<file path="src/hw/canopen_pkg.sv">
/*
  Constants, encodings and the NMT state type of the CAN slave node.
  Assumes a frame-level CAN controller beside it on the same clock.
*/
`default_nettype none

package canopen_pkg;

  typedef enum logic [3:0] {
    ST_INIT  = 4'h1,
    ST_PREOP = 4'h2,
    ST_OP    = 4'h4,
    ST_STOP  = 4'h8
  } nmt_state_e;

  localparam logic [10:0] ID_NMT         = 11'h000;
  localparam logic [10:0] ID_EMCY_BASE   = 11'h080;
  localparam logic [10:0] ID_PDO_BASE    = 11'h180;
  localparam logic [10:0] ID_SDO_TX_BASE = 11'h580;
  localparam logic [10:0] ID_SDO_RX_BASE = 11'h600;
  localparam logic [10:0] ID_GUARD_BASE  = 11'h700;
  localparam logic [10:0] ID_LSS_TX      = 11'h7e4;
  localparam logic [10:0] ID_LSS_RX      = 11'h7e5;
  localparam logic [3:0]  DLC_FULL       = 4'h8;
  localparam logic [3:0]  DLC_NMT        = 4'h2;
  localparam logic [3:0]  DLC_GUARD      = 4'h1;

  localparam logic [7:0] NMT_START      = 8'h01;
  localparam logic [7:0] NMT_STOP       = 8'h02;
  localparam logic [7:0] NMT_PREOP      = 8'h80;
  localparam logic [7:0] NMT_RESET_NODE = 8'h81;
  localparam logic [7:0] NMT_RESET_COMM = 8'h82;

  localparam logic [6:0] GUARD_BOOT  = 7'h00;
  localparam logic [6:0] GUARD_STOP  = 7'h04;
  localparam logic [6:0] GUARD_OP    = 7'h05;
  localparam logic [6:0] GUARD_PREOP = 7'h7f;

  localparam logic [6:0] NODE_ID_DFLT = 7'h06;
  localparam logic [3:0] RATE_1000 = 4'h0;
  localparam logic [3:0] RATE_800  = 4'h1;
  localparam logic [3:0] RATE_500  = 4'h2;
  localparam logic [3:0] RATE_250  = 4'h3;
  localparam logic [3:0] RATE_125  = 4'h4;
  localparam logic [3:0] RATE_50   = 4'h6;
  localparam logic [3:0] RATE_20   = 4'h7;
  localparam logic [3:0] RATE_10   = 4'h8;
  localparam logic [3:0] RATE_DFLT = RATE_125;

  localparam logic [7:0] SDO_READ      = 8'h40;
  localparam logic [7:0] SDO_READ_RSP  = 8'h43;
  localparam logic [7:0] SDO_WRITE_RSP = 8'h60;
  localparam logic [7:0] SDO_ABORT     = 8'h80;
  localparam logic [31:0] ABT_BAD_CMD  = 32'h0504_0001;
  localparam logic [31:0] ABT_RO       = 32'h0601_0002;
  localparam logic [31:0] ABT_NO_OBJ   = 32'h0602_0000;
  localparam logic [31:0] ABT_NO_SUB   = 32'h0609_0011;

  localparam logic [15:0] OBJ_DEVICE_TYPE = 16'h1000;
  localparam logic [15:0] OBJ_ERROR_REG   = 16'h1001;
  localparam logic [15:0] OBJ_IDENTITY    = 16'h1018;
  localparam logic [15:0] OBJ_SYS_STATUS  = 16'h2211;
  localparam logic [15:0] OBJ_CONTROL     = 16'h2214;
  localparam logic [7:0]  IDENT_SUBS      = 8'h04;

  localparam logic [7:0] LSS_SW_GLOBAL = 8'h04;
  localparam logic [7:0] LSS_SEL_VEND  = 8'h40;
  localparam logic [7:0] LSS_SEL_PROD  = 8'h41;
  localparam logic [7:0] LSS_SEL_REV   = 8'h42;
  localparam logic [7:0] LSS_SEL_SER   = 8'h43;
  localparam logic [7:0] LSS_SEL_ACK   = 8'h44;
  localparam logic [7:0] LSS_CFG_ID    = 8'h11;
  localparam logic [7:0] LSS_CFG_RATE  = 8'h13;
  localparam logic [7:0] LSS_STORE     = 8'h17;
  localparam logic [7:0] LSS_ERR       = 8'h01;

  localparam logic [3:0] REG_NODE   = 4'h0;
  localparam logic [3:0] REG_RATE   = 4'h1;
  localparam logic [3:0] REG_STATUS = 4'h2;
  localparam logic [3:0] REG_CTRL   = 4'h3;

  localparam logic [1:0] SETTLE_CYCLES = 2'h3;

  function automatic logic rate_ok(input logic [3:0] r);
    rate_ok = (r <= RATE_10) && (r != 4'h5);
  endfunction

endpackage

`default_nettype wire

</file>
<file path="src/hw/sdo_frame_codec.sv">
/*
  Splits an SDO request payload into fields and builds a response payload.
  Assumes byte 0 of a frame sits in data bits 7:0.
*/
`default_nettype none

module sdo_frame_codec (
  input  wire logic [63:0] rq_frame_i,
  output logic      [7:0]  rq_cmd_o,
  output logic      [15:0] rq_index_o,
  output logic      [7:0]  rq_sub_o,
  output logic      [31:0] rq_value_o,
  input  wire logic [7:0]  rs_cmd_i,
  input  wire logic [15:0] rs_index_i,
  input  wire logic [7:0]  rs_sub_i,
  input  wire logic [31:0] rs_value_i,
  output logic      [63:0] rs_frame_o
);

  // Command, index low, index high, subindex, value LSB first
  assign rq_cmd_o   = rq_frame_i[7:0];
  assign rq_index_o = {rq_frame_i[23:16], rq_frame_i[15:8]};
  assign rq_sub_o   = rq_frame_i[31:24];
  assign rq_value_o = rq_frame_i[63:32];
  assign rs_frame_o = {rs_value_i, rs_sub_i, rs_index_i, rs_cmd_i};

endmodule

`default_nettype wire

</file>
<file path="src/hw/canopen_node.sv">
/*
  CAN slave node: NMT state machine, node-ID and bit-rate selection,
  LSS slave, SDO server, node guarding and PDO/EMCY gating.
  Assumes a frame-level CAN controller on ref_clk_i and raw DIP pins.
*/
`default_nettype none

module canopen_node
  import canopen_pkg::*;
#(
  parameter logic [31:0] DEVICE_TYPE = 32'h0000_0000, // Arbitrary
  parameter logic [31:0] VENDOR_ID   = 32'h0000_1234, // Arbitrary
  parameter logic [31:0] PRODUCT_ID  = 32'h0000_5678, // Arbitrary
  parameter logic [31:0] REVISION    = 32'h0000_0001, // Arbitrary
  parameter logic [31:0] SERIAL_NO   = 32'h0000_0042  // Arbitrary
) (
  input  wire logic        ref_clk_i,
  input  wire logic        resetn_i,
  input  wire logic [7:0]  dip_sw_i,
  input  wire logic        rx_valid_i,
  input  wire logic [10:0] rx_id_i,
  input  wire logic        rx_rtr_i,
  input  wire logic [3:0]  rx_dlc_i,
  input  wire logic [63:0] rx_data_i,
  output logic             rx_ready_o,
  output logic             tx_valid_o,
  output logic      [10:0] tx_id_o,
  output logic      [3:0]  tx_dlc_o,
  output logic      [63:0] tx_data_o,
  input  wire logic        tx_ready_i,
  input  wire logic        pdo_valid_i,
  input  wire logic [63:0] pdo_data_i,
  output logic             pdo_ack_o,
  input  wire logic        emcy_valid_i,
  input  wire logic [63:0] emcy_data_i,
  output logic             emcy_ack_o,
  input  wire logic [15:0] app_status_i,
  input  wire logic [3:0]  reg_addr_i,
  input  wire logic [31:0] reg_wdata_i,
  input  wire logic        reg_we_i,
  input  wire logic        reg_re_i,
  output logic      [31:0] reg_rdata_o,
  output logic      [6:0]  node_id_o,
  output logic      [3:0]  bit_rate_o,
  output nmt_state_e       nmt_state_o,
  output logic      [7:0]  control_o
);

  logic [7:0]  dip_meta_q;
  logic [7:0]  dip_sw_q;
  logic [1:0]  settle_q;
  logic        rate_done_q;
  logic [6:0]  stored_id_q;
  logic [3:0]  stored_rate_q;
  logic        lss_cfg_q;
  logic [1:0]  lss_step_q;
  logic        toggle_q;
  logic [6:0]  sel_id;
  logic [3:0]  sel_rate;
  logic        settled;
  logic        rx_take;
  logic        dip_off;
  logic        is_nmt, is_guard, is_sdo, is_lss;
  logic        tx_ld, boot_ld, nmt_go, guard_go, ctrl_we;
  logic [10:0] ld_id;
  logic [3:0]  ld_dlc;
  logic [63:0] ld_data;
  logic        lss_id_we, lss_rate_we, lss_cfg_d_we, lss_cfg_d;
  logic        lss_step_we;
  logic [1:0]  lss_step_d;
  logic [7:0]  lss_err;
  logic [7:0]  rq_cmd, rq_sub, rs_cmd;
  logic [15:0] rq_index;
  logic [31:0] rq_value, rs_value, obj_val;
  logic [63:0] rs_frame;
  logic        obj_ok, obj_ro, sub_ok;
  logic [6:0]  guard_code;
  logic        tx_free;
  logic        pdo_ack_d, emcy_ack_d;
  logic        tx_valid_d;

  // Pins are asynchronous to ref_clk_i
  always_ff @(posedge ref_clk_i or negedge resetn_i) begin
    if (!resetn_i) begin
      dip_meta_q <= 8'h00;
      dip_sw_q   <= 8'h00;
    end else begin
      dip_meta_q <= dip_sw_i;
      dip_sw_q   <= dip_meta_q;
    end
  end

  assign settled = (settle_q == SETTLE_CYCLES);
  assign dip_off = (dip_sw_q == 8'h00);
  assign rx_take = rx_valid_i && rx_ready_o;

  always_comb begin
    sel_id = (dip_sw_q[5:0] != 6'h00) ? {1'b0, dip_sw_q[5:0]}
                                      : stored_id_q;
    case (dip_sw_q[7:6])
      2'b10:   sel_rate = RATE_250;
      2'b01:   sel_rate = RATE_500;
      2'b11:   sel_rate = RATE_1000;
      default: sel_rate = stored_rate_q;
    endcase
  end

  // Bit rate is caught once after power-up, never on NMT resets
  always_ff @(posedge ref_clk_i or negedge resetn_i) begin
    if (!resetn_i) begin
      settle_q    <= 2'h0;
      rate_done_q <= 1'b0;
      bit_rate_o  <= RATE_DFLT;
    end else begin
      if (!settled) begin
        settle_q <= settle_q + 2'h1;
      end
      if (settled && !rate_done_q) begin
        rate_done_q <= 1'b1;
        bit_rate_o  <= sel_rate;
      end
    end
  end

  sdo_frame_codec u_codec (
    .rq_frame_i (rx_data_i),
    .rq_cmd_o   (rq_cmd),
    .rq_index_o (rq_index),
    .rq_sub_o   (rq_sub),
    .rq_value_o (rq_value),
    .rs_cmd_i   (rs_cmd),
    .rs_index_i (rq_index),
    .rs_sub_i   (rq_sub),
    .rs_value_i (rs_value),
    .rs_frame_o (rs_frame)
  );

  // Object lookup and SDO response
  always_comb begin
    obj_ok  = 1'b1;
    obj_ro  = 1'b1;
    sub_ok  = (rq_sub == 8'h00);
    obj_val = 32'h0;
    case (rq_index)
      OBJ_DEVICE_TYPE: obj_val = DEVICE_TYPE;
      OBJ_ERROR_REG:   obj_val = 32'h0;
      OBJ_IDENTITY: begin
        sub_ok = (rq_sub <= IDENT_SUBS);
        case (rq_sub)
          8'h00:   obj_val = {24'h0, IDENT_SUBS};
          8'h01:   obj_val = VENDOR_ID;
          8'h02:   obj_val = PRODUCT_ID;
          8'h03:   obj_val = REVISION;
          8'h04:   obj_val = SERIAL_NO;
          default: obj_val = 32'h0;
        endcase
      end
      OBJ_SYS_STATUS: obj_val = {16'h0, app_status_i};
      OBJ_CONTROL: begin
        obj_ro  = 1'b0;
        obj_val = {24'h0, control_o};
      end
      default: obj_ok = 1'b0;
    endcase
    rs_cmd   = SDO_ABORT;
    rs_value = ABT_BAD_CMD;
    ctrl_we  = 1'b0;
    if (!obj_ok) begin
      rs_value = ABT_NO_OBJ;
    end else if (!sub_ok) begin
      rs_value = ABT_NO_SUB;
    end else if (rq_cmd == SDO_READ) begin
      rs_cmd   = SDO_READ_RSP;
      rs_value = obj_val;
    end else if (rq_cmd[7:5] == 3'b001 && rq_cmd[1]) begin
      if (obj_ro) begin
        rs_value = ABT_RO;
      end else begin
        rs_cmd   = SDO_WRITE_RSP;
        rs_value = 32'h0;
        ctrl_we  = rx_take && is_sdo;
      end
    end
  end

  always_comb begin
    case (nmt_state_o)
      ST_STOP: guard_code = GUARD_STOP;
      ST_OP:   guard_code = GUARD_OP;
      default: guard_code = GUARD_PREOP;
    endcase
  end

  // Frame classes; SDO and LSS need all eight bytes
  always_comb begin
    is_nmt   = (rx_id_i == ID_NMT) && !rx_rtr_i && (rx_dlc_i == DLC_NMT)
            && (nmt_state_o != ST_INIT)
            && (rx_data_i[15:8] == 8'h00
                || rx_data_i[15:8] == {1'b0, node_id_o});
    is_guard = rx_rtr_i && (nmt_state_o != ST_INIT)
            && (rx_id_i == ID_GUARD_BASE + {4'h0, node_id_o});
    is_sdo   = !rx_rtr_i && (rx_dlc_i == DLC_FULL)
            && (rx_id_i == ID_SDO_RX_BASE + {4'h0, node_id_o})
            && (nmt_state_o == ST_PREOP || nmt_state_o == ST_OP);
    is_lss   = !rx_rtr_i && (rx_dlc_i == DLC_FULL)
            && (rx_id_i == ID_LSS_RX) && dip_off;
  end

  // Transmit source selection and LSS decode
  always_comb begin
    tx_ld        = 1'b0;
    boot_ld      = 1'b0;
    nmt_go       = 1'b0;
    guard_go     = 1'b0;
    pdo_ack_d    = 1'b0;
    emcy_ack_d   = 1'b0;
    ld_id        = ID_GUARD_BASE;
    ld_dlc       = DLC_FULL;
    ld_data      = 64'h0;
    lss_id_we    = 1'b0;
    lss_rate_we  = 1'b0;
    lss_cfg_d_we = 1'b0;
    lss_cfg_d    = 1'b0;
    lss_step_we  = 1'b0;
    lss_step_d   = 2'h0;
    lss_err      = 8'h00;
    if (rx_take) begin
      if (is_nmt) begin
        nmt_go = 1'b1;
      end else if (is_guard) begin
        guard_go = 1'b1;
        tx_ld    = 1'b1;
        ld_id    = ID_GUARD_BASE + {4'h0, node_id_o};
        ld_dlc   = DLC_GUARD;
        ld_data  = {56'h0, toggle_q, guard_code};
      end else if (is_sdo) begin
        tx_ld   = 1'b1;
        ld_id   = ID_SDO_TX_BASE + {4'h0, node_id_o};
        ld_data = rs_frame;
      end else if (is_lss) begin
        ld_id       = ID_LSS_TX;
        lss_step_we = 1'b1;
        case (rx_data_i[7:0])
          LSS_SW_GLOBAL: begin
            lss_cfg_d_we = 1'b1;
            lss_cfg_d    = rx_data_i[8];
          end
          LSS_SEL_VEND:
            lss_step_d = (rx_data_i[39:8] == VENDOR_ID) ? 2'h1 : 2'h0;
          LSS_SEL_PROD:
            lss_step_d = (lss_step_q == 2'h1
                       && rx_data_i[39:8] == PRODUCT_ID) ? 2'h2 : 2'h0;
          LSS_SEL_REV:
            lss_step_d = (lss_step_q == 2'h2
                       && rx_data_i[39:8] == REVISION) ? 2'h3 : 2'h0;
          LSS_SEL_SER: begin
            if (lss_step_q == 2'h3 && rx_data_i[39:8] == SERIAL_NO) begin
              lss_cfg_d_we = 1'b1;
              lss_cfg_d    = 1'b1;
              tx_ld        = 1'b1;
              ld_data      = {56'h0, LSS_SEL_ACK};
            end
          end
          LSS_CFG_ID: begin
            tx_ld = lss_cfg_q;
            if (rx_data_i[15:8] == 8'h00 || rx_data_i[15]) begin
              lss_err = LSS_ERR;
            end else begin
              lss_id_we = lss_cfg_q;
            end
            ld_data = {48'h0, lss_err, LSS_CFG_ID};
          end
          LSS_CFG_RATE: begin
            tx_ld = lss_cfg_q;
            if (rx_data_i[15:8] != 8'h00 || rx_data_i[23:20] != 4'h0
                || !rate_ok(rx_data_i[19:16])) begin
              lss_err = LSS_ERR;
            end else begin
              lss_rate_we = lss_cfg_q;
            end
            ld_data = {48'h0, lss_err, LSS_CFG_RATE};
          end
          // Values are kept at once, so store only confirms
          LSS_STORE: begin
            tx_ld   = lss_cfg_q;
            ld_data = {56'h0, LSS_STORE};
          end
          // Activate-bit-timing is ignored: rate waits for power-up
          default: lss_step_d = lss_step_q;
        endcase
      end
    end else if (tx_free && nmt_state_o == ST_INIT && rate_done_q) begin
      boot_ld = 1'b1;
      tx_ld   = 1'b1;
      ld_id   = ID_GUARD_BASE + {4'h0, sel_id};
      ld_dlc  = DLC_GUARD;
      ld_data = {57'h0, GUARD_BOOT};
    end else if (tx_free && nmt_state_o == ST_OP && emcy_valid_i) begin
      emcy_ack_d = 1'b1;
      tx_ld      = 1'b1;
      ld_id      = ID_EMCY_BASE + {4'h0, node_id_o};
      ld_data    = emcy_data_i;
    end else if (tx_free && nmt_state_o == ST_OP && pdo_valid_i) begin
      pdo_ack_d = 1'b1;
      tx_ld     = 1'b1;
      ld_id     = ID_PDO_BASE + {4'h0, node_id_o};
      ld_data   = pdo_data_i;
    end
  end

  assign tx_free    = !tx_valid_o;
  assign tx_valid_d = tx_ld || (tx_valid_o && !tx_ready_i);

  // One frame held; receive stalls while it waits
  always_ff @(posedge ref_clk_i or negedge resetn_i) begin
    if (!resetn_i) begin
      tx_valid_o <= 1'b0;
      rx_ready_o <= 1'b1;
      tx_id_o    <= 11'h000;
      tx_dlc_o   <= 4'h0;
      tx_data_o  <= 64'h0;
      pdo_ack_o  <= 1'b0;
      emcy_ack_o <= 1'b0;
    end else begin
      tx_valid_o <= tx_valid_d;
      rx_ready_o <= !tx_valid_d;
      pdo_ack_o  <= pdo_ack_d;
      emcy_ack_o <= emcy_ack_d;
      if (tx_ld) begin
        tx_id_o   <= ld_id;
        tx_dlc_o  <= ld_dlc;
        tx_data_o <= ld_data;
      end
    end
  end

  always_ff @(posedge ref_clk_i or negedge resetn_i) begin
    if (!resetn_i) begin
      nmt_state_o <= ST_INIT;
      node_id_o   <= NODE_ID_DFLT;
      toggle_q    <= 1'b0;
    end else begin
      if (guard_go) begin
        toggle_q <= !toggle_q;
      end
      case (nmt_state_o)
        ST_INIT: begin
          if (boot_ld) begin
            nmt_state_o <= ST_PREOP;
            node_id_o   <= sel_id;
            toggle_q    <= 1'b0;
          end
        end
        ST_PREOP, ST_OP, ST_STOP: begin
          if (nmt_go) begin
            case (rx_data_i[7:0])
              NMT_START:      nmt_state_o <= ST_OP;
              NMT_STOP:       nmt_state_o <= ST_STOP;
              NMT_PREOP:      nmt_state_o <= ST_PREOP;
              NMT_RESET_NODE: nmt_state_o <= ST_INIT;
              NMT_RESET_COMM: nmt_state_o <= ST_INIT;
              default:        nmt_state_o <= nmt_state_o;
            endcase
          end
        end
        default: nmt_state_o <= ST_INIT;
      endcase
    end
  end

  always_ff @(posedge ref_clk_i or negedge resetn_i) begin
    if (!resetn_i) begin
      control_o <= 8'h00;
    end else if (nmt_go && rx_data_i[7:0] == NMT_RESET_NODE) begin
      control_o <= 8'h00;
    end else if (ctrl_we) begin
      control_o <= rq_value[7:0];
    end
  end

  // Software write wins over an LSS write in the same cycle
  always_ff @(posedge ref_clk_i or negedge resetn_i) begin
    if (!resetn_i) begin
      stored_id_q   <= NODE_ID_DFLT;
      stored_rate_q <= RATE_DFLT;
      lss_cfg_q     <= 1'b0;
      lss_step_q    <= 2'h0;
    end else begin
      if (reg_we_i && reg_addr_i == REG_NODE
          && reg_wdata_i[6:0] != 7'h00) begin
        stored_id_q <= reg_wdata_i[6:0];
      end else if (lss_id_we) begin
        stored_id_q <= rx_data_i[14:8];
      end
      if (reg_we_i && reg_addr_i == REG_RATE
          && reg_wdata_i[31:4] == 28'h0 && rate_ok(reg_wdata_i[3:0])) begin
        stored_rate_q <= reg_wdata_i[3:0];
      end else if (lss_rate_we) begin
        stored_rate_q <= rx_data_i[19:16];
      end
      if (lss_cfg_d_we) begin
        lss_cfg_q <= lss_cfg_d;
      end
      if (lss_step_we) begin
        lss_step_q <= lss_step_d;
      end
    end
  end

  always_ff @(posedge ref_clk_i or negedge resetn_i) begin
    if (!resetn_i) begin
      reg_rdata_o <= 32'h0;
    end else if (reg_re_i) begin
      case (reg_addr_i)
        REG_NODE:   reg_rdata_o <= {25'h0, stored_id_q};
        REG_RATE:   reg_rdata_o <= {28'h0, stored_rate_q};
        REG_STATUS: reg_rdata_o <= {16'h0, nmt_state_o, bit_rate_o,
                                    1'b0, node_id_o};
        REG_CTRL:   reg_rdata_o <= {24'h0, control_o};
        default:    reg_rdata_o <= 32'h0;
      endcase
    end else begin
      reg_rdata_o <= 32'h0;
    end
  end
endmodule

`default_nettype wire

</file>
<file path="config.mk">
export PLATFORM = sky130hd
export DESIGN_NAME = canopen_node
export DESIGN_NICKNAME = d
export VERILOG_FILES = /design/src/hw/canopen_pkg.sv /design/src/hw/sdo_frame_codec.sv /design/src/hw/canopen_node.sv
export SDC_FILE = /design/constraint.sdc
export NUM_CORES = 1
export LEC_CHECK = 0
export ABC_AREA = 1
export BUFFER_PORTS_ARGS = -buffer_cell sky130_fd_sc_hd__buf_2
export CORE_AREA = 2 2 162 164
export DETAILED_ROUTE_END_ITERATION = 8
export DIE_AREA = 0 0 164 166
export MAX_ROUTING_LAYER = met4
export PLACE_DENSITY_LB_ADDON = 0.3
export SLEW_MARGIN = 20
export SYNTH_ARGS = -nofsm -noshare
export SYNTH_HDL_FRONTEND = slang
export SYNTH_SLANG_ARGS = --single-unit
</file>
<file path="constraint.sdc">
create_clock -name ref_clk_i -period 1.7 [get_ports ref_clk_i]
set_input_delay 0.17 -clock ref_clk_i [delete_from_list [all_inputs] [get_ports ref_clk_i]]
set_output_delay 0.17 -clock ref_clk_i [all_outputs]
set_load 0.01 [all_outputs]
</file>
==> results.sh <==
export IMPL_outcome="finished with violations"
export IMPL_violations="negative setup slack"
export IMPL_power_frac_clock=0.405
export IMPL_layout_common_cells="buf_2, nand2_1, buf_4, dfrtp_1, nor2_1"
export IMPL_cellPowerDensity_nw_per_um2=612
export IMPL_top_layer_used="met4"
export IMPL_final_cells=2320
export IMPL_met2_length_mm=20.8
export IMPL_synth_top_area_cell="dfrtp_1"
export IMPL_path_class="flip-flop to flip-flop"
export IMPL_first_global_vias=11400
export IMPL_first_pass_iters=5
export IMPL_path_clk_slew_ns=0.08
export IMPL_p_int_mw=6.77
export IMPL_finalHoldViolations=0
export IMPL_route_detailed_drc=0
export IMPL_dieArea_um2=27200
export IMPL_grt_use_total=0.297
export IMPL_vias_per_cell=5.00
export IMPL_drv_slew=0
export IMPL_grt_antenna_before_repair=4
export IMPL_dpl_cell_count=2156
export IMPL_die_w_um=164
export IMPL_p_leak_nw=8.60
export IMPL_rows=59
export IMPL_cts_made_buffers=17
export IMPL_routabilityCongestion=0.943
export IMPL_syn_avg_cell_area_um2=7.19
export IMPL_setup_slack_ns=-0.326
export IMPL_arrival_ns=2.34
export IMPL_die_y_um=166
export IMPL_hold_class="input port to flip-flop"
export IMPL_ant_nets=0
export IMPL_p_seq_frac=0.402
export IMPL_rsz0062_at_grt="true"
export IMPL_syn_inst=1260
export IMPL_yosysSeqAreaShare=0.427
export IMPL_synth_area_um2=9050
export IMPL_maxCapViolCount=0
export IMPL_drt_iter0_markers=749
export IMPL_fin_nets=2248
export IMPL_root_buffer="clkbuf_16"
export IMPL_m1WireLength_mm=16.3
export IMPL_wl_per_cell_um=17.6
export IMPL_cts_tree="built"
export IMPL_h_tree_depth=4
export IMPL_p_comb_frac=0.193
export IMPL_power_mw=9.53
export IMPL_max_freq_ghz=0.494
export IMPL_overflow=0
export IMPL_numClockSinks=154
export IMPL_grt_max_degree=55
export IMPL_period_minus_slack_ns=2.03
export IMPL_grt_pass1_wl_mm=60.7
export IMPL_drt_wl_total_mm=40.8
export IMPL_core_um2=25600
export IMPL_clk_path_buf_depth=2
export IMPL_cp_required_ns=2.01
export IMPL_initial_core_util=0.353
export IMPL_swShare=0.289
export IMPL_worst_path_max_fanout=8
export IMPL_yosysTopAreaCellShare=0.403
export IMPL_yosys_warnings=0
export IMPL_clk_latency_ns=0.44
export IMPL_routed_via_count=11600
export IMPL_end_kind="flip-flop"
export IMPL_setup_viol=94
export IMPL_hpwl_mm=29.9
export IMPL_cpPeakStageDelay_ns=0.44
export IMPL_pin_count=414
export IMPL_cp_cell_sequence="nor2_4 > nand3_4 > nand2_1 > nor3_1 > nand2_2 > nand2_1 > nor2_1 > nand2_2 > o21ai_4 > buf_12 > clkbuf_16 > nand2_2 > nand3_2"
export IMPL_syn2layout_area_growth_pct=72.0
export IMPL_synth_seq_cells=154
export IMPL_skew_ns=0.0217
export IMPL_p_sw_mw=2.76
export IMPL_drive_above_1_share=0.420
export IMPL_synthTopCellsByArea="dfrtp_1, nand2_1, nand3_1, nor2_1, inv_1"
export IMPL_layout_worst_path_cycle_share=1.19
export IMPL_numPortBuffers=371
export IMPL_worst_ir_drop_vdd_mv=0.808
export IMPL_crit_slowest_cell="dfrtp_1"
export IMPL_route_met3_wl_mm=2.52
export IMPL_final_common_cell="buf_2"
export IMPL_start_kind="flip-flop"
export IMPL_netlist_cell_type_count=44
export IMPL_crit_top_cell="nand2_2"
-- Yosys cell counts, drive strengths merged --
master,number
conb,1
or3,1
nor2,145
nand2,396
clkbuf,12
nor3b,1
o21ai,50
dfstp,8
a22oi,54
o21bai,4
a22o,2
nor4,11
a31oi,1
o221ai,3
clkinv,1
nand4,29
nor3,22
nand3,132
buf,38
ha,4
o211ai,6
and3,2
o22ai,8
inv,131
or2,3
nand3b,5
dfrtp,146
a21oi,36
a221oi,4
xnor2,4
-- final cells by class --
class	count	area, um2
Tap cell	335	419
Clock inverter	13	134
Timing Repair Buffer	722	5120
Fill cell	2255	10000
Multi-Input combinational cell	941	5080
Clock buffer	19	443
Sequential cell	154	3860
Inverter	132	505
Antenna cell	4	10.0
-- critical path: cells and delay by family (launching register included) --
kind,cells,cell delay [ns]
flops,1,0.44
simple gates,10,1.03
buf+inv,2,0.34
compound gates,1,0.09
-- power groups by stage --
| stage | Sequential, mW | Clock (mW) | Combinational, mW |
|---|---|---|---|
| floorplan | 3.92 | 0 | 0.472 |
| global placement | 3.89 | 0 | 1.27 |
| detailed placement | 3.90 | 0 | 1.29 |
| CTS | 3.83 | 3.90 | 1.69 |
| global route | 3.84 | 4.07 | 1.98 |
| finish | 3.83 | 3.86 | 1.84 |
-- registers in the layout, summed over array words and instances, names as in the netlist, 2 cells and up --
register	count
tx_dlc_o	2
tx_id_o	11
settle_q	2
node_id_o	7
dip_meta_q	8
nmt_state_o	4
tx_data_o	64
stored_id_q	7
dip_sw_q	8
control_o	8
bit_rate_o	4
reg_rdata_o	16
lss_step_q	2
stored_rate_q	4
-- per-layer routing --
layer,global-route usage,vias up
li1,-,5561
met1,0.349,5456
met2,0.519,499
met3,0.0487,84
met4,0.0877,0
met5,-,-
-- final timing paths --
kind	to	depth (start not counted)	start	slack, ns
min in group asynchronous	tx_id_o[3]	2	resetn_i	0.23
worst max register to register	tx_data_o[41]	13	nmt_state_o[2]	-0.33
worst min-delay path	tx_data_o[28]	3	emcy_data_i[28]	0.007
max in group asynchronous	stored_id_q[1]	3	resetn_i	0.79
worst max-delay path	tx_data_o[41]	13	nmt_state_o[2]	-0.33
worst min register to register	dip_sw_q[4]	0	dip_meta_q[4]	0.35
-- cell families after synthesis --
logic type,after synthesis,synth area share
buffers and inverters,182,0.0886
other,1,0.000414
and+or+nand+nor,747,0.359
DFF,154,0.427
adders and majority gates,4,0.00553
xor gates and xnor gates,4,0.00387
AOI/OAI and AO/OA,168,0.116
-- metrics by stage --
step	TNS [ns]	area, um2	hold slack [ns]	util	setup slack, ns
2_1_floorplan	-8.13	9130	-0.126	-	-0.157
3_3_place_gp	-27.54	12900	0.148	0.503	-0.336
3_5_place_dp	-31.98	12900	0.146	0.503	-0.395
4_1_cts	-21.91	15100	0.000389	0.588	-0.281
5_1_grt	-38.17	15600	0.00563	0.608	-0.479
6_report	-24.70	15600	0.00687	0.608	-0.326
-- timing repair --
item	CTS	global route
pin swaps	27	26
cloned	5	6
endpoints found under the setup margin	111	115
gates resized for setup	107	94
hold buffers	92	0
buffers inserted	25	4
hold endpoints to repair	97	0
No activity file was read; power rests on OpenSTA's default activity.
